===== src/verilog/rerr_pkg.sv =====
// Shared constants for the reader error and status register bank.
// Assumes an 8-bit register port with a 6-bit address, one clock domain.
package rerr_pkg;

    // ------------------------------------------------------------------
    // Register offsets
    // ------------------------------------------------------------------
    localparam logic [5:0] RERR_ERROR_FLAGS_ADDR     = 6'h0a;
    localparam logic [5:0] RERR_FIRST_COLL_ADDR      = 6'h0b;
    localparam logic [5:0] RERR_COUNTDOWN_ADDR       = 6'h0c;
    localparam logic [5:0] RERR_CHECKSUM_LOW_ADDR    = 6'h0d;

    // ------------------------------------------------------------------
    // Error flag bit positions and reset values
    // ------------------------------------------------------------------
    localparam int RERR_KEY_BIT      = 6;
    localparam int RERR_NVM_BIT      = 5;
    localparam int RERR_OVFL_BIT     = 4;
    localparam int RERR_CRC_BIT      = 3;
    localparam int RERR_FRAME_BIT    = 2;
    localparam int RERR_PARITY_BIT   = 1;
    localparam int RERR_COLL_BIT     = 0;

    localparam logic [7:0] RERR_ERROR_FLAGS_RESET = 8'h40;
    localparam logic [7:0] RERR_FIRST_COLL_RESET  = 8'h00;
    localparam logic [7:0] RERR_READ_IDLE_VALUE   = 8'h00;

    // Receive sequencing states seen by the collision tracker.
    typedef enum logic [1:0] {
        RERR_RX_IDLE   = 2'b01,
        RERR_RX_ACTIVE = 2'b10
    } rerr_rx_state_type;

endpackage


===== src/verilog/rerr_sync2.sv =====
// Two-flip-flop synchroniser for a vector of asynchronous levels.
// Assumes the inputs come from pins outside the core_clk domain.
`timescale 1ns/1ps
module rerr_sync2 #(
    parameter int WIDTH = 1
) (
    input  wire logic             core_clk,
    input  wire logic             reset,
    input  wire logic [WIDTH-1:0] asyncIn,
    output logic      [WIDTH-1:0] syncOut
);

    // ------------------------------------------------------------------
    // Synchroniser
    // ------------------------------------------------------------------
    logic [WIDTH-1:0] meta_q;

    // A vector of no bits cannot be synchronised, so refuse it early.
    if (WIDTH < 1) begin : g_bad_width
        $error("rerr_sync2 needs a WIDTH of at least one");
    end

    // The first stage feeds only the second stage.
    always_ff @(posedge core_clk) begin
        if (reset) begin
            meta_q  <= '0;
            syncOut <= '0;
        end else begin
            meta_q  <= asyncIn;
            syncOut <= meta_q;
        end
    end

endmodule


===== src/verilog/rerr_collision_tracker.sv =====
// Captures the index of the first collided bit in a received frame.
// Assumes bit strobes from the receiver arrive in the core_clk domain.
`timescale 1ns/1ps
module rerr_collision_tracker
    import rerr_pkg::*;
(
    input  wire logic       core_clk,
    input  wire logic       reset,
    input  wire logic       receivePrepare,
    input  wire logic       collisionSeen,
    input  wire logic [7:0] collisionBitIndex,
    output logic      [7:0] firstCollisionIndex
);

    // ------------------------------------------------------------------
    // Frame tracking
    // ------------------------------------------------------------------
    rerr_rx_state_type state_q;

    // Only the first collision in a frame is kept; later ones are ignored
    // so that software learns where the anticollision split must happen.
    always_ff @(posedge core_clk) begin
        if (reset) begin
            state_q             <= RERR_RX_IDLE;
            firstCollisionIndex <= RERR_FIRST_COLL_RESET;
        end else begin
            case (state_q)
                RERR_RX_IDLE: begin
                    if (collisionSeen && !receivePrepare) begin
                        firstCollisionIndex <= collisionBitIndex;
                        state_q             <= RERR_RX_ACTIVE;
                    end
                end
                RERR_RX_ACTIVE: begin
                    if (receivePrepare) begin
                        state_q <= RERR_RX_IDLE;
                    end
                end
                default: begin
                    state_q <= RERR_RX_IDLE;
                end
            endcase
        end
    end

endmodule


===== src/verilog/reader_error_status_regs.sv =====
// Read-only error flag and result register bank of the reader core.
// Assumes event pulses from the command, receiver and queue logic on
// core_clk, and a host register port already synchronised by the port.
// Notes on behaviour
// - Key encoding error sets bit six.
// - Starting either key load clears bit six.
// - Memory permission violation sets bit five.
// - Any memory command start clears bit five.
// - Writing a full queue sets bit four.
// - Failed receive checksum with checking sets bit three.
// - Receive preparation clears receive error bits.
// - Bad start of frame sets bit two.
// - Parity failure sets bit one.
// - Bit collision sets bit zero.
// - First collided bit index is reported.
// - Countdown value readable at 0Ch.
// - Checksum low byte at 0Dh, valid when done.
// - Flags at 0Ah reset 40h, bit seven zero.
// - Queue clear strobe clears overflow flag.
`timescale 1ns/1ps
module reader_error_status_regs
    import rerr_pkg::*;
(
    input  wire logic       core_clk,
    input  wire logic       reset,
    // Host register port.
    input  wire logic [5:0] hostAddr,
    input  wire logic       hostRead,
    input  wire logic       hostWrite,
    input  wire logic [7:0] hostWriteData,
    output logic      [7:0] hostReadData,
    output logic            hostReadValid,
    // Command events.
    input  wire logic       keyLoadStart,
    input  wire logic       keyFormatBad,
    input  wire logic       nvmCommandStart,
    input  wire logic       nvmAccessBad,
    // Queue events.
    input  wire logic       queueWriteAttempt,
    input  wire logic       queueFull,
    input  wire logic       queue_clear_strobe,
    // Receiver events.
    input  wire logic       receive_prepare_state,
    input  wire logic       receive_checksum_check_on,
    input  wire logic       checksumFail,
    input  wire logic       frameStartBad,
    input  wire logic       parityFail,
    input  wire logic       collisionSeen,
    input  wire logic [7:0] collisionBitIndex,
    // Timer and checksum unit results.
    input  wire logic [7:0] countdownValue,
    input  wire logic [7:0] checksumResultLow,
    input  wire logic       checksumDoneAsync,
    // Flag image for the rest of the core.
    output logic      [7:0] errorFlags,
    output logic            checksum_done
);

    // ------------------------------------------------------------------
    // Error flag register
    // ------------------------------------------------------------------
    logic       key_format_fault_q;
    logic       nvm_permission_fault_q;
    logic       queue_overflow_flag_q;
    logic       checksum_mismatch_q;
    logic       start_of_frame_fault_q;
    logic       odd_parity_fault_q;
    logic       bit_collision_flag_q;
    logic [7:0] flags_d;
    logic       overflowEvent;

    // A write into a full queue from any writer counts as overflow.
    assign overflowEvent = queueWriteAttempt && queueFull;

    // Key flag: the set wins over the start clear, so an encoding fault
    // flagged in the command's first cycle is never lost.
    always_ff @(posedge core_clk) begin
        if (reset) begin
            key_format_fault_q <= RERR_ERROR_FLAGS_RESET[RERR_KEY_BIT];
        end else if (keyFormatBad) begin
            key_format_fault_q <= 1'b1;
        end else if (keyLoadStart) begin
            key_format_fault_q <= 1'b0;
        end
    end

    // Memory permission flag.
    always_ff @(posedge core_clk) begin
        if (reset) begin
            nvm_permission_fault_q <= RERR_ERROR_FLAGS_RESET[RERR_NVM_BIT];
        end else if (nvmAccessBad) begin
            nvm_permission_fault_q <= 1'b1;
        end else if (nvmCommandStart) begin
            nvm_permission_fault_q <= 1'b0;
        end
    end

    // Overflow flag; cleared only by the queue clear strobe.
    always_ff @(posedge core_clk) begin
        if (reset) begin
            queue_overflow_flag_q <= RERR_ERROR_FLAGS_RESET[RERR_OVFL_BIT];
        end else if (overflowEvent) begin
            queue_overflow_flag_q <= 1'b1;
        end else if (queue_clear_strobe) begin
            queue_overflow_flag_q <= 1'b0;
        end
    end

    // Receive error flags all clear in receive preparation; an error
    // reported in that same cycle still sets its flag.
    always_ff @(posedge core_clk) begin
        if (reset) begin
            checksum_mismatch_q    <= RERR_ERROR_FLAGS_RESET[RERR_CRC_BIT];
            start_of_frame_fault_q <= RERR_ERROR_FLAGS_RESET[RERR_FRAME_BIT];
            odd_parity_fault_q     <= RERR_ERROR_FLAGS_RESET[RERR_PARITY_BIT];
            bit_collision_flag_q   <= RERR_ERROR_FLAGS_RESET[RERR_COLL_BIT];
        end else begin
            if (receive_checksum_check_on && checksumFail) begin
                checksum_mismatch_q <= 1'b1;
            end else if (receive_prepare_state) begin
                checksum_mismatch_q <= 1'b0;
            end
            if (frameStartBad) begin
                start_of_frame_fault_q <= 1'b1;
            end else if (receive_prepare_state) begin
                start_of_frame_fault_q <= 1'b0;
            end
            if (parityFail) begin
                odd_parity_fault_q <= 1'b1;
            end else if (receive_prepare_state) begin
                odd_parity_fault_q <= 1'b0;
            end
            if (collisionSeen) begin
                bit_collision_flag_q <= 1'b1;
            end else if (receive_prepare_state) begin
                bit_collision_flag_q <= 1'b0;
            end
        end
    end

    // Assemble the flag byte; bit seven is reserved and reads zero.
    always_comb begin
        flags_d                  = 8'h00;
        flags_d[RERR_KEY_BIT]    = key_format_fault_q;
        flags_d[RERR_NVM_BIT]    = nvm_permission_fault_q;
        flags_d[RERR_OVFL_BIT]   = queue_overflow_flag_q;
        flags_d[RERR_CRC_BIT]    = checksum_mismatch_q;
        flags_d[RERR_FRAME_BIT]  = start_of_frame_fault_q;
        flags_d[RERR_PARITY_BIT] = odd_parity_fault_q;
        flags_d[RERR_COLL_BIT]   = bit_collision_flag_q;
    end

    // Registered copy for the rest of the core, one cycle behind.
    always_ff @(posedge core_clk) begin
        if (reset) begin
            errorFlags <= RERR_ERROR_FLAGS_RESET;
        end else begin
            errorFlags <= flags_d;
        end
    end

    // ------------------------------------------------------------------
    // Collision index and checksum ready
    // ------------------------------------------------------------------
    logic [7:0] first_collision_index;
    logic       checksumDoneSync;

    rerr_collision_tracker u_collision (
        .core_clk            (core_clk),
        .reset               (reset),
        .receivePrepare      (receive_prepare_state),
        .collisionSeen       (collisionSeen),
        .collisionBitIndex   (collisionBitIndex),
        .firstCollisionIndex (first_collision_index)
    );

    // The done level comes from the checksum unit's own clock in some
    // builds, so it is synchronised here regardless.
    rerr_sync2 #(
        .WIDTH (1)
    ) u_done_sync (
        .core_clk (core_clk),
        .reset    (reset),
        .asyncIn  (checksumDoneAsync),
        .syncOut  (checksumDoneSync)
    );

    always_ff @(posedge core_clk) begin
        if (reset) begin
            checksum_done <= 1'b0;
        end else begin
            checksum_done <= checksumDoneSync;
        end
    end

    // ------------------------------------------------------------------
    // Host read path
    // ------------------------------------------------------------------
    logic [7:0] readMux;

    // Address decode; unmapped offsets read as zero.
    always_comb begin
        if (hostAddr == RERR_ERROR_FLAGS_ADDR) begin
            readMux = flags_d;
        end else if (hostAddr == RERR_FIRST_COLL_ADDR) begin
            readMux = first_collision_index;
        end else if (hostAddr == RERR_COUNTDOWN_ADDR) begin
            readMux = countdownValue;
        end else if (hostAddr == RERR_CHECKSUM_LOW_ADDR) begin
            readMux = checksumResultLow;
        end else begin
            readMux = RERR_READ_IDLE_VALUE;
        end
    end

    // Read data is registered one cycle after the strobe. Writes have no
    // path into any register here, so they are simply dropped.
    always_ff @(posedge core_clk) begin
        if (reset) begin
            hostReadData  <= RERR_READ_IDLE_VALUE;
            hostReadValid <= 1'b0;
        end else begin
            hostReadValid <= hostRead && !hostWrite;
            if (hostRead && !hostWrite) begin
                hostReadData <= readMux;
            end
        end
    end

    // Write data is intentionally unused: every register here is RO.
    logic unusedWrite;
    assign unusedWrite = ^hostWriteData;

endmodule


===== config.mk =====
export PLATFORM = sky130hd
export DESIGN_NAME = reader_error_status_regs
export DESIGN_NICKNAME = d
export VERILOG_FILES = /design/src/verilog/rerr_pkg.sv /design/src/verilog/rerr_sync2.sv /design/src/verilog/rerr_collision_tracker.sv /design/src/verilog/reader_error_status_regs.sv
export SDC_FILE = /design/constraint.sdc
export NUM_CORES = 1
export LEC_CHECK = 0
export BUFFER_PORTS_ARGS = -buffer_cell sky130_fd_sc_hd__buf_2
export CAP_MARGIN = 20
export CORE_MARGIN = 4
export CORE_UTILIZATION = 40
export CTS_CLUSTER_DIAMETER = 200
export DETAILED_ROUTE_END_ITERATION = 7
export GPL_ROUTABILITY_DRIVEN = 1
export GPL_TIMING_DRIVEN = 0
export PLACE_DENSITY = 0.69
export SYNTH_ARGS = -nofsm -noshare
export SYNTH_HDL_FRONTEND = slang
export SYNTH_SLANG_ARGS = --single-unit

===== constraint.sdc =====
create_clock -name core_clk -period 2.6 [get_ports core_clk]
set_input_delay 0 -clock core_clk [delete_from_list [all_inputs] [get_ports core_clk]]
set_output_delay 0 -clock core_clk [all_outputs]
set_load 0.02 [all_outputs]

==> impl_metrics.yaml, run 1 <==
detailed_routing:
  vias: 1442
  wl_per_cell_um: 12.6
  routed_wl_mm: 3.80
  drtIter0Drc: 43
  viasPerCell: 4.77
  drc: 0
  postRouteAntennaNets: 0
  dr.pass1.iters: 4
die:
  num_rows: 22
  die_area_mm2: 0.00494
  coreArea_mm2: 0.00372
  pin_count: 74
  start_util: 0.417
  die_w_um: 70.3
  die_height_um: 70.3
timing:
  worst_pin_slew_ps: 516
  finalCritPeriodShare: 0.650
  setup_violations: 0
  relSlewSlack: 0.655
  final-hold-violation-count: 0
  fin_skew_ps: 6.65
  min_period_ps: 1690
  fin_setup_tns_ps: 0
  slew_violations: 0
  fmax_mhz: 591
  setup_ws_ps: 909
  rsz0062_at_grt: "no"
clock_tree:
  clk_pin_slew_ps: 70
  cts_root_buffer: "clkbuf_8"
  cts_tree: "done"
  clock_sinks: 36
  clock_path_buffers: 2
  clkLatencyLatePin_ps: 280
  cts_htree_levels: 2
  cts_made_buffers: 5
  ctsResizeCount: 0
flow_run:
  max-cap-violations: 0
grt:
  grt_start_max_net_pins: 11
  gr-usage-all-layers: 0.164
  antenna_found_initial: 0
  grt_first_pass_wirelength_mm: 6.44
  grt_pass1_vias: 1402
  gr-total-overflow: 0
finish:
  seq_area_um2: 721
  fill_cells: 348
  multi_input_area_um2: 721
  area_growth_pct: 44.4
  final_cell_mix: "buf_2 (68), dfxtp_1 (36), dlygate4sd3_1 (24), nor2_1 (20), inv_1 (10)"
  finalNonFillerCells: 302
  nets: 310
  diodes: 0
  layout-drive-gt1-share: 0.315
  final_common_cell: "buf_2"
critical_path:
  arrival_ps: 1860
  path_cells: "dlygate4sd3_1, buf_2, nand2_1, dlygate4sd3_1, a21oi_1, dlygate4sd3_1"
  worstPathMaxFanout: 1
  critPathMostFrequentCell: "dlygate4sd3_1"
  end_kind: "register"
  crit_type: "in -> reg"
  start_kind: "input pin"
  reg2reg_slack_ps: 1190
  max_stage_delay_ps: 580
  slowest_stage: "dlygate4sd3_1"
  required_ps: 2770
placed_design:
  port_buffers: 62
  dp_cells: 271
  gp_congestion: 0.725
  hpwl_mm: 2.85
  place_ws_ps: 1330
synthesis:
  syn_area_mm2: 0.00155
  ys_ff_latch: 36
  synth_cells: 161
  synth.net_count: 217
  syn_area_per_cell_um2: 9.63
  synthDistinctLibCells: 30
  synth_warnings: 0
  ys_seq_area_frac: 0.465
power:
  ir_worst_vdd_v: 0.000365
  powerDensity_mw_per_mm2: 495
  p_leak_nw: 1.02
min_path:
  hp-class: "in -> reg"
outcome:
  run_status: "completed"
==> cells by family after synthesis <==
group | count (synthesis) | share of synthesized area
AO/OA/AOI/OAI | 32 | 0.150
buffers and inverters | 24 | 0.0702
flip-flops | 36 | 0.465
multiplexers | 8 | 0.0517
other | 1 | 0.00242
AND/OR/NAND/NOR | 60 | 0.261
==> path summary, 6_finish.rpt <==
check / from / endpoint / cells after the start
worst max-delay path: queueFull / queue_overflow_flag_q / 6
worst max register to register: u_collision.state_q[0] / u_collision.state_q[0] / 3
worst min-delay path: nvmCommandStart / nvm_permission_fault_q / 4
worst min register to register: key_format_fault_q / errorFlags[6] / 1
==> repair_timing <==
item / CTS / global route
endpoints found under the hold margin: 19 / 0
setup buffers: 0 / 0
hold buffers: 24 / 0
setup endpoints to repair: 0 / 0
==> state kept, by name (all words and copies together) (netlist names) <==
register and count:
queue_overflow_flag_q 1, u_collision.state_q 2, odd_parity_fault_q 1, start_of_frame_fault_q 1, bit_collision_flag_q 1, nvm_permission_fault_q 1
errorFlags 7, u_collision.firstCollisionIndex 8, checksum_done 1, checksum_mismatch_q 1, u_done_sync.syncOut 1, u_done_sync.meta_q 1
hostReadValid 1, hostReadData 8, key_format_fault_q 1
==> cells in the mapped netlist (all sizes together) <==
| library cell | number | area (um2) |
|---|---|---|
| o211ai | 7 | 52.6 |
| nand2 | 2 | 7.51 |
| nor2 | 20 | 75.1 |
| buf | 10 | 56.3 |
| inv | 10 | 37.5 |
| conb | 1 | 3.75 |
| o21ai | 1 | 5.00 |
| or2 | 1 | 6.26 |
| nor4bb | 1 | 10.0 |
| a22oi | 1 | 7.51 |
| nand3b | 9 | 67.6 |
| o221ai | 7 | 61.3 |
| and4b | 8 | 80.1 |
| mux2i | 8 | 80.1 |
| nor2b | 3 | 18.8 |
| and3b | 1 | 8.76 |
| clkbuf | 4 | 15.0 |
| o31ai | 1 | 7.51 |
| nor3b | 3 | 50.1 |
| a211oi | 8 | 60.1 |
| and2 | 7 | 43.8 |
| a211o | 1 | 8.76 |
| a21oi | 6 | 30.0 |
| nand4bb | 1 | 11.3 |
| dfxtp | 36 | 721 |
| nand2b | 4 | 25.0 |
==> cell type report <==
cell class / instances / area share
Sequential cell: 36 / 0.322
Clock inverter: 1 / 0.00224
Multi-Input combinational cell: 101 / 0.322
Timing Repair Buffer: 86 / 0.246
Buffer: 14 / 0.0319
Clock buffer: 6 / 0.0324
Tap cell: 48 / 0.0268
Inverter: 10 / 0.0168
==> critical path, delay by kind of cell <==
family | cells | cell delay (ps)
and+or+nand+nor | 1 | 40
buffers and inverters | 4 | 1770
AOI/OAI and AO/OA | 1 | 60
==> metrics by stage <==
step / util / area (um2) / hold slack, ps / power [mW]
floorplan: - / 1550 / 100 / 0.675
global route: 0.602 / 2240 / 36.5 / 1.16
finish: 0.602 / 2240 / 15.8 / 1.11
global placement: 0.517 / 1920 / 205 / 0.732
CTS: 0.602 / 2240 / 7.52 / 1.12
detailed placement: 0.517 / 1920 / 207 / 0.734
==> power breakdown <==
group          total (mW)  leakage, nW  internal, mW  switching, mW
sequential          0.582        0.295         0.573        0.00848
combinational       0.167        0.683        0.0904         0.0764
clock               0.359       0.0410         0.182          0.177
==> routing by layer <==
layer | up-vias | wire length (um) | track usage
li1 | 755 | - | -
met1 | 634 | 1700 | 0.202
met2 | 48 | 1790 | 0.267
met3 | 5 | 276 | 0.0561
met4 | 0 | 42 | 0.0511
met5 | - | 0 | 0
No activity file was read; power rests on OpenSTA's default activity.
==> inputs of run 2 (changes only) <==
==> constraint.sdc (replaced) <==
create_clock -name core_clk -period 1.68 [get_ports core_clk]
set_input_delay 0 -clock core_clk [delete_from_list [all_inputs] [get_ports core_clk]]
set_output_delay 0 -clock core_clk [all_outputs]
set_load 0.02 [all_outputs]
==> run 2 against run 1 <==
Net effect: sequential share of layout area did not move; flip-flop and latch count did not move; non-clock buffer count did not move; design area did not move; hold slack improved by 0.55 ps; sequential power rose by 55%; critical path type is now reg -> reg; highest routed layer unchanged.
==> impl_metrics.yaml, run 2 (same netlist as run 1, synthesis figures left out) <==
die:
  coreArea_mm2: 0.00372
  die_w_um: 70.3
  num_rows: 22
  die_area_mm2: 0.00494
  start_util: 0.417
  die_height_um: 70.3
  pin_count: 74
clock_tree:
  clock_sinks: 36
  post-cts-setup-buffers: 0
  cts_htree_levels: 2
  clkLatencyLatePin_ps: 280
  clk_pin_slew_ps: 60
  cts_root_buffer: "clkbuf_8"
  clock_path_buffers: 2
  cts_tree: "done"
  cts_made_buffers: 5
timing:
  relSlewSlack: 0.655
  setup_ws_ps: 274
  setup_violations: 0
  fmax_mhz: 711
  fin_skew_ps: 6.76
  min_period_ps: 1410
  worst_pin_slew_ps: 516
  final-hold-violation-count: 0
  rsz0062_at_grt: "no"
  fin_setup_tns_ps: 0
  slew_violations: 0
  finalCritPeriodShare: 0.837
grt:
  gr-usage-all-layers: 0.165
  antenna_found_initial: 0
  grt_start_max_net_pins: 11
  grt_pass1_vias: 1411
  grt_first_pass_wirelength_mm: 6.49
  busiest_layer: "met2"
  gr-total-overflow: 0
  grt_util_met1: 0.202
  grt.met2_usage: 0.271
  gr-usage-met3: 0.0561
power:
  ir_worst_vdd_v: 0.000566
  p_int_mw: 1.31
  powerDensity_mw_per_mm2: 766
  clockPowerShare: 0.324
  combPwrFrac: 0.151
  switching_share: 0.237
  p_seq_frac: 0.525
  switching_power_mw: 0.406
  p_leak_nw: 1.02
finish:
  fill_cells: 348
  finalNonFillerCells: 302
  nets: 310
  final_cell_mix: "buf_2 (68), dfxtp_1 (36), dlygate4sd3_1 (24), nor2_1 (20), inv_1 (10)"
  final_common_cell: "buf_2"
  layout-drive-gt1-share: 0.315
  area_growth_pct: 44.4
  top_regs: "hostReadData: 8 flops, u_collision.firstCollisionIndex: 8 flops, errorFlags: 7 flops"
  stdcell_area_mm2: 0.00224
  diodes: 0
critical_path:
  worstPathMaxFanout: 3
  path_cells: "nand2b_1, a211o_1, dlygate4sd3_1"
  end_kind: "register"
  path_delay_family: "buffers and inverters"
  crit_type: "reg -> reg"
  cp_num_cells: 3
  max_stage_delay_ps: 550
  arrival_ps: 1580
  ff2ff_path_depth: 3
  required_ps: 1850
  slowest_stage: "dlygate4sd3_1"
  cp_num_buf_inv: 1
  start_kind: "register"
min_path:
  hold_depth: 4
  hp-class: "in -> reg"
detailed_routing:
  wl_per_cell_um: 12.7
  drc: 0
  routed_wl_mm: 3.82
  viasPerCell: 4.77
  drtIter0Drc: 47
  postRouteAntennaNets: 0
  dr.pass1.iters: 4
  vias: 1440
flow_run:
  max-cap-violations: 0
placed_design:
  port_buffers: 62
  hpwl_mm: 2.85
  gp_congestion: 0.725
  dp_cells: 271
  place_ws_ps: 412
  placed_area_mm2: 0.00192
outcome:
  run_status: "completed"
run 2: cell counts in the layout (fill, tap and decap cells not counted):
No cell type changed its count.
run 2: power groups by stage:
stage          sequential, mW  clock, mW  combinational [mW]
2_1_floorplan           0.929          0               0.116
3_3_place_gp            0.919          0               0.214
3_5_place_dp            0.919          0               0.217
4_1_cts                 0.900      0.575               0.259
5_1_grt                 0.904      0.609               0.288
6_report                0.900      0.555               0.258
run 2: worst reg2reg max path, delay by kind of cell, from the launching register on:
kind	cells	cell delay (ps)
flip-flops	1	310
AO/OA/AOI/OAI	1	300
AND/OR/NAND/NOR	1	130
buffers and inverters	1	550
run 2: what timing repair did:
action,in CTS,in global routing
gates resized for setup,0,0
endpoints found under the hold margin,19,0
hold buffers,24,0
run 2: final timing paths:
path                            slack, ps              startpoint                     end
worst max-delay path                  270  u_collision.state_q[0]  u_collision.state_q[0]
worst min-delay path                   20         nvmCommandStart  nvm_permission_fault_q
worst max register to register        270  u_collision.state_q[0]  u_collision.state_q[0]
worst min register to register        440      key_format_fault_q           errorFlags[6]
run 2: per-stage QoR:
stage	util	hold WS (ps)	total power, mW
final	0.602	16.4	1.71
after global routing	0.602	36.5	1.80
after CTS	0.602	7.52	1.73
after global placement	0.517	205	1.13
after floorplan	-	100	1.04
after detailed placement	0.517	207	1.14
run 2: final cells by class:
type | instances | area [um2] | area share
clock inverter | 1 | 5.00 | 0.00224
multi-input combinational | 101 | 721 | 0.322
tap | 48 | 60.1 | 0.0268
buffer | 14 | 71.3 | 0.0319
timing repair buffer | 86 | 551 | 0.246
clock buffer | 6 | 72.6 | 0.0324
inverter | 10 | 37.5 | 0.0168
sequential | 36 | 721 | 0.322
run 2: per-layer routing:
| layer | share of wire | wire length (um) |
|---|---|---|
| met1 | 0.45 | 1710 |
| met2 | 0.47 | 1810 |
| met3 | 0.069 | 263 |
| met4 | 0.011 | 42 |
| met5 | 0 | 0 |
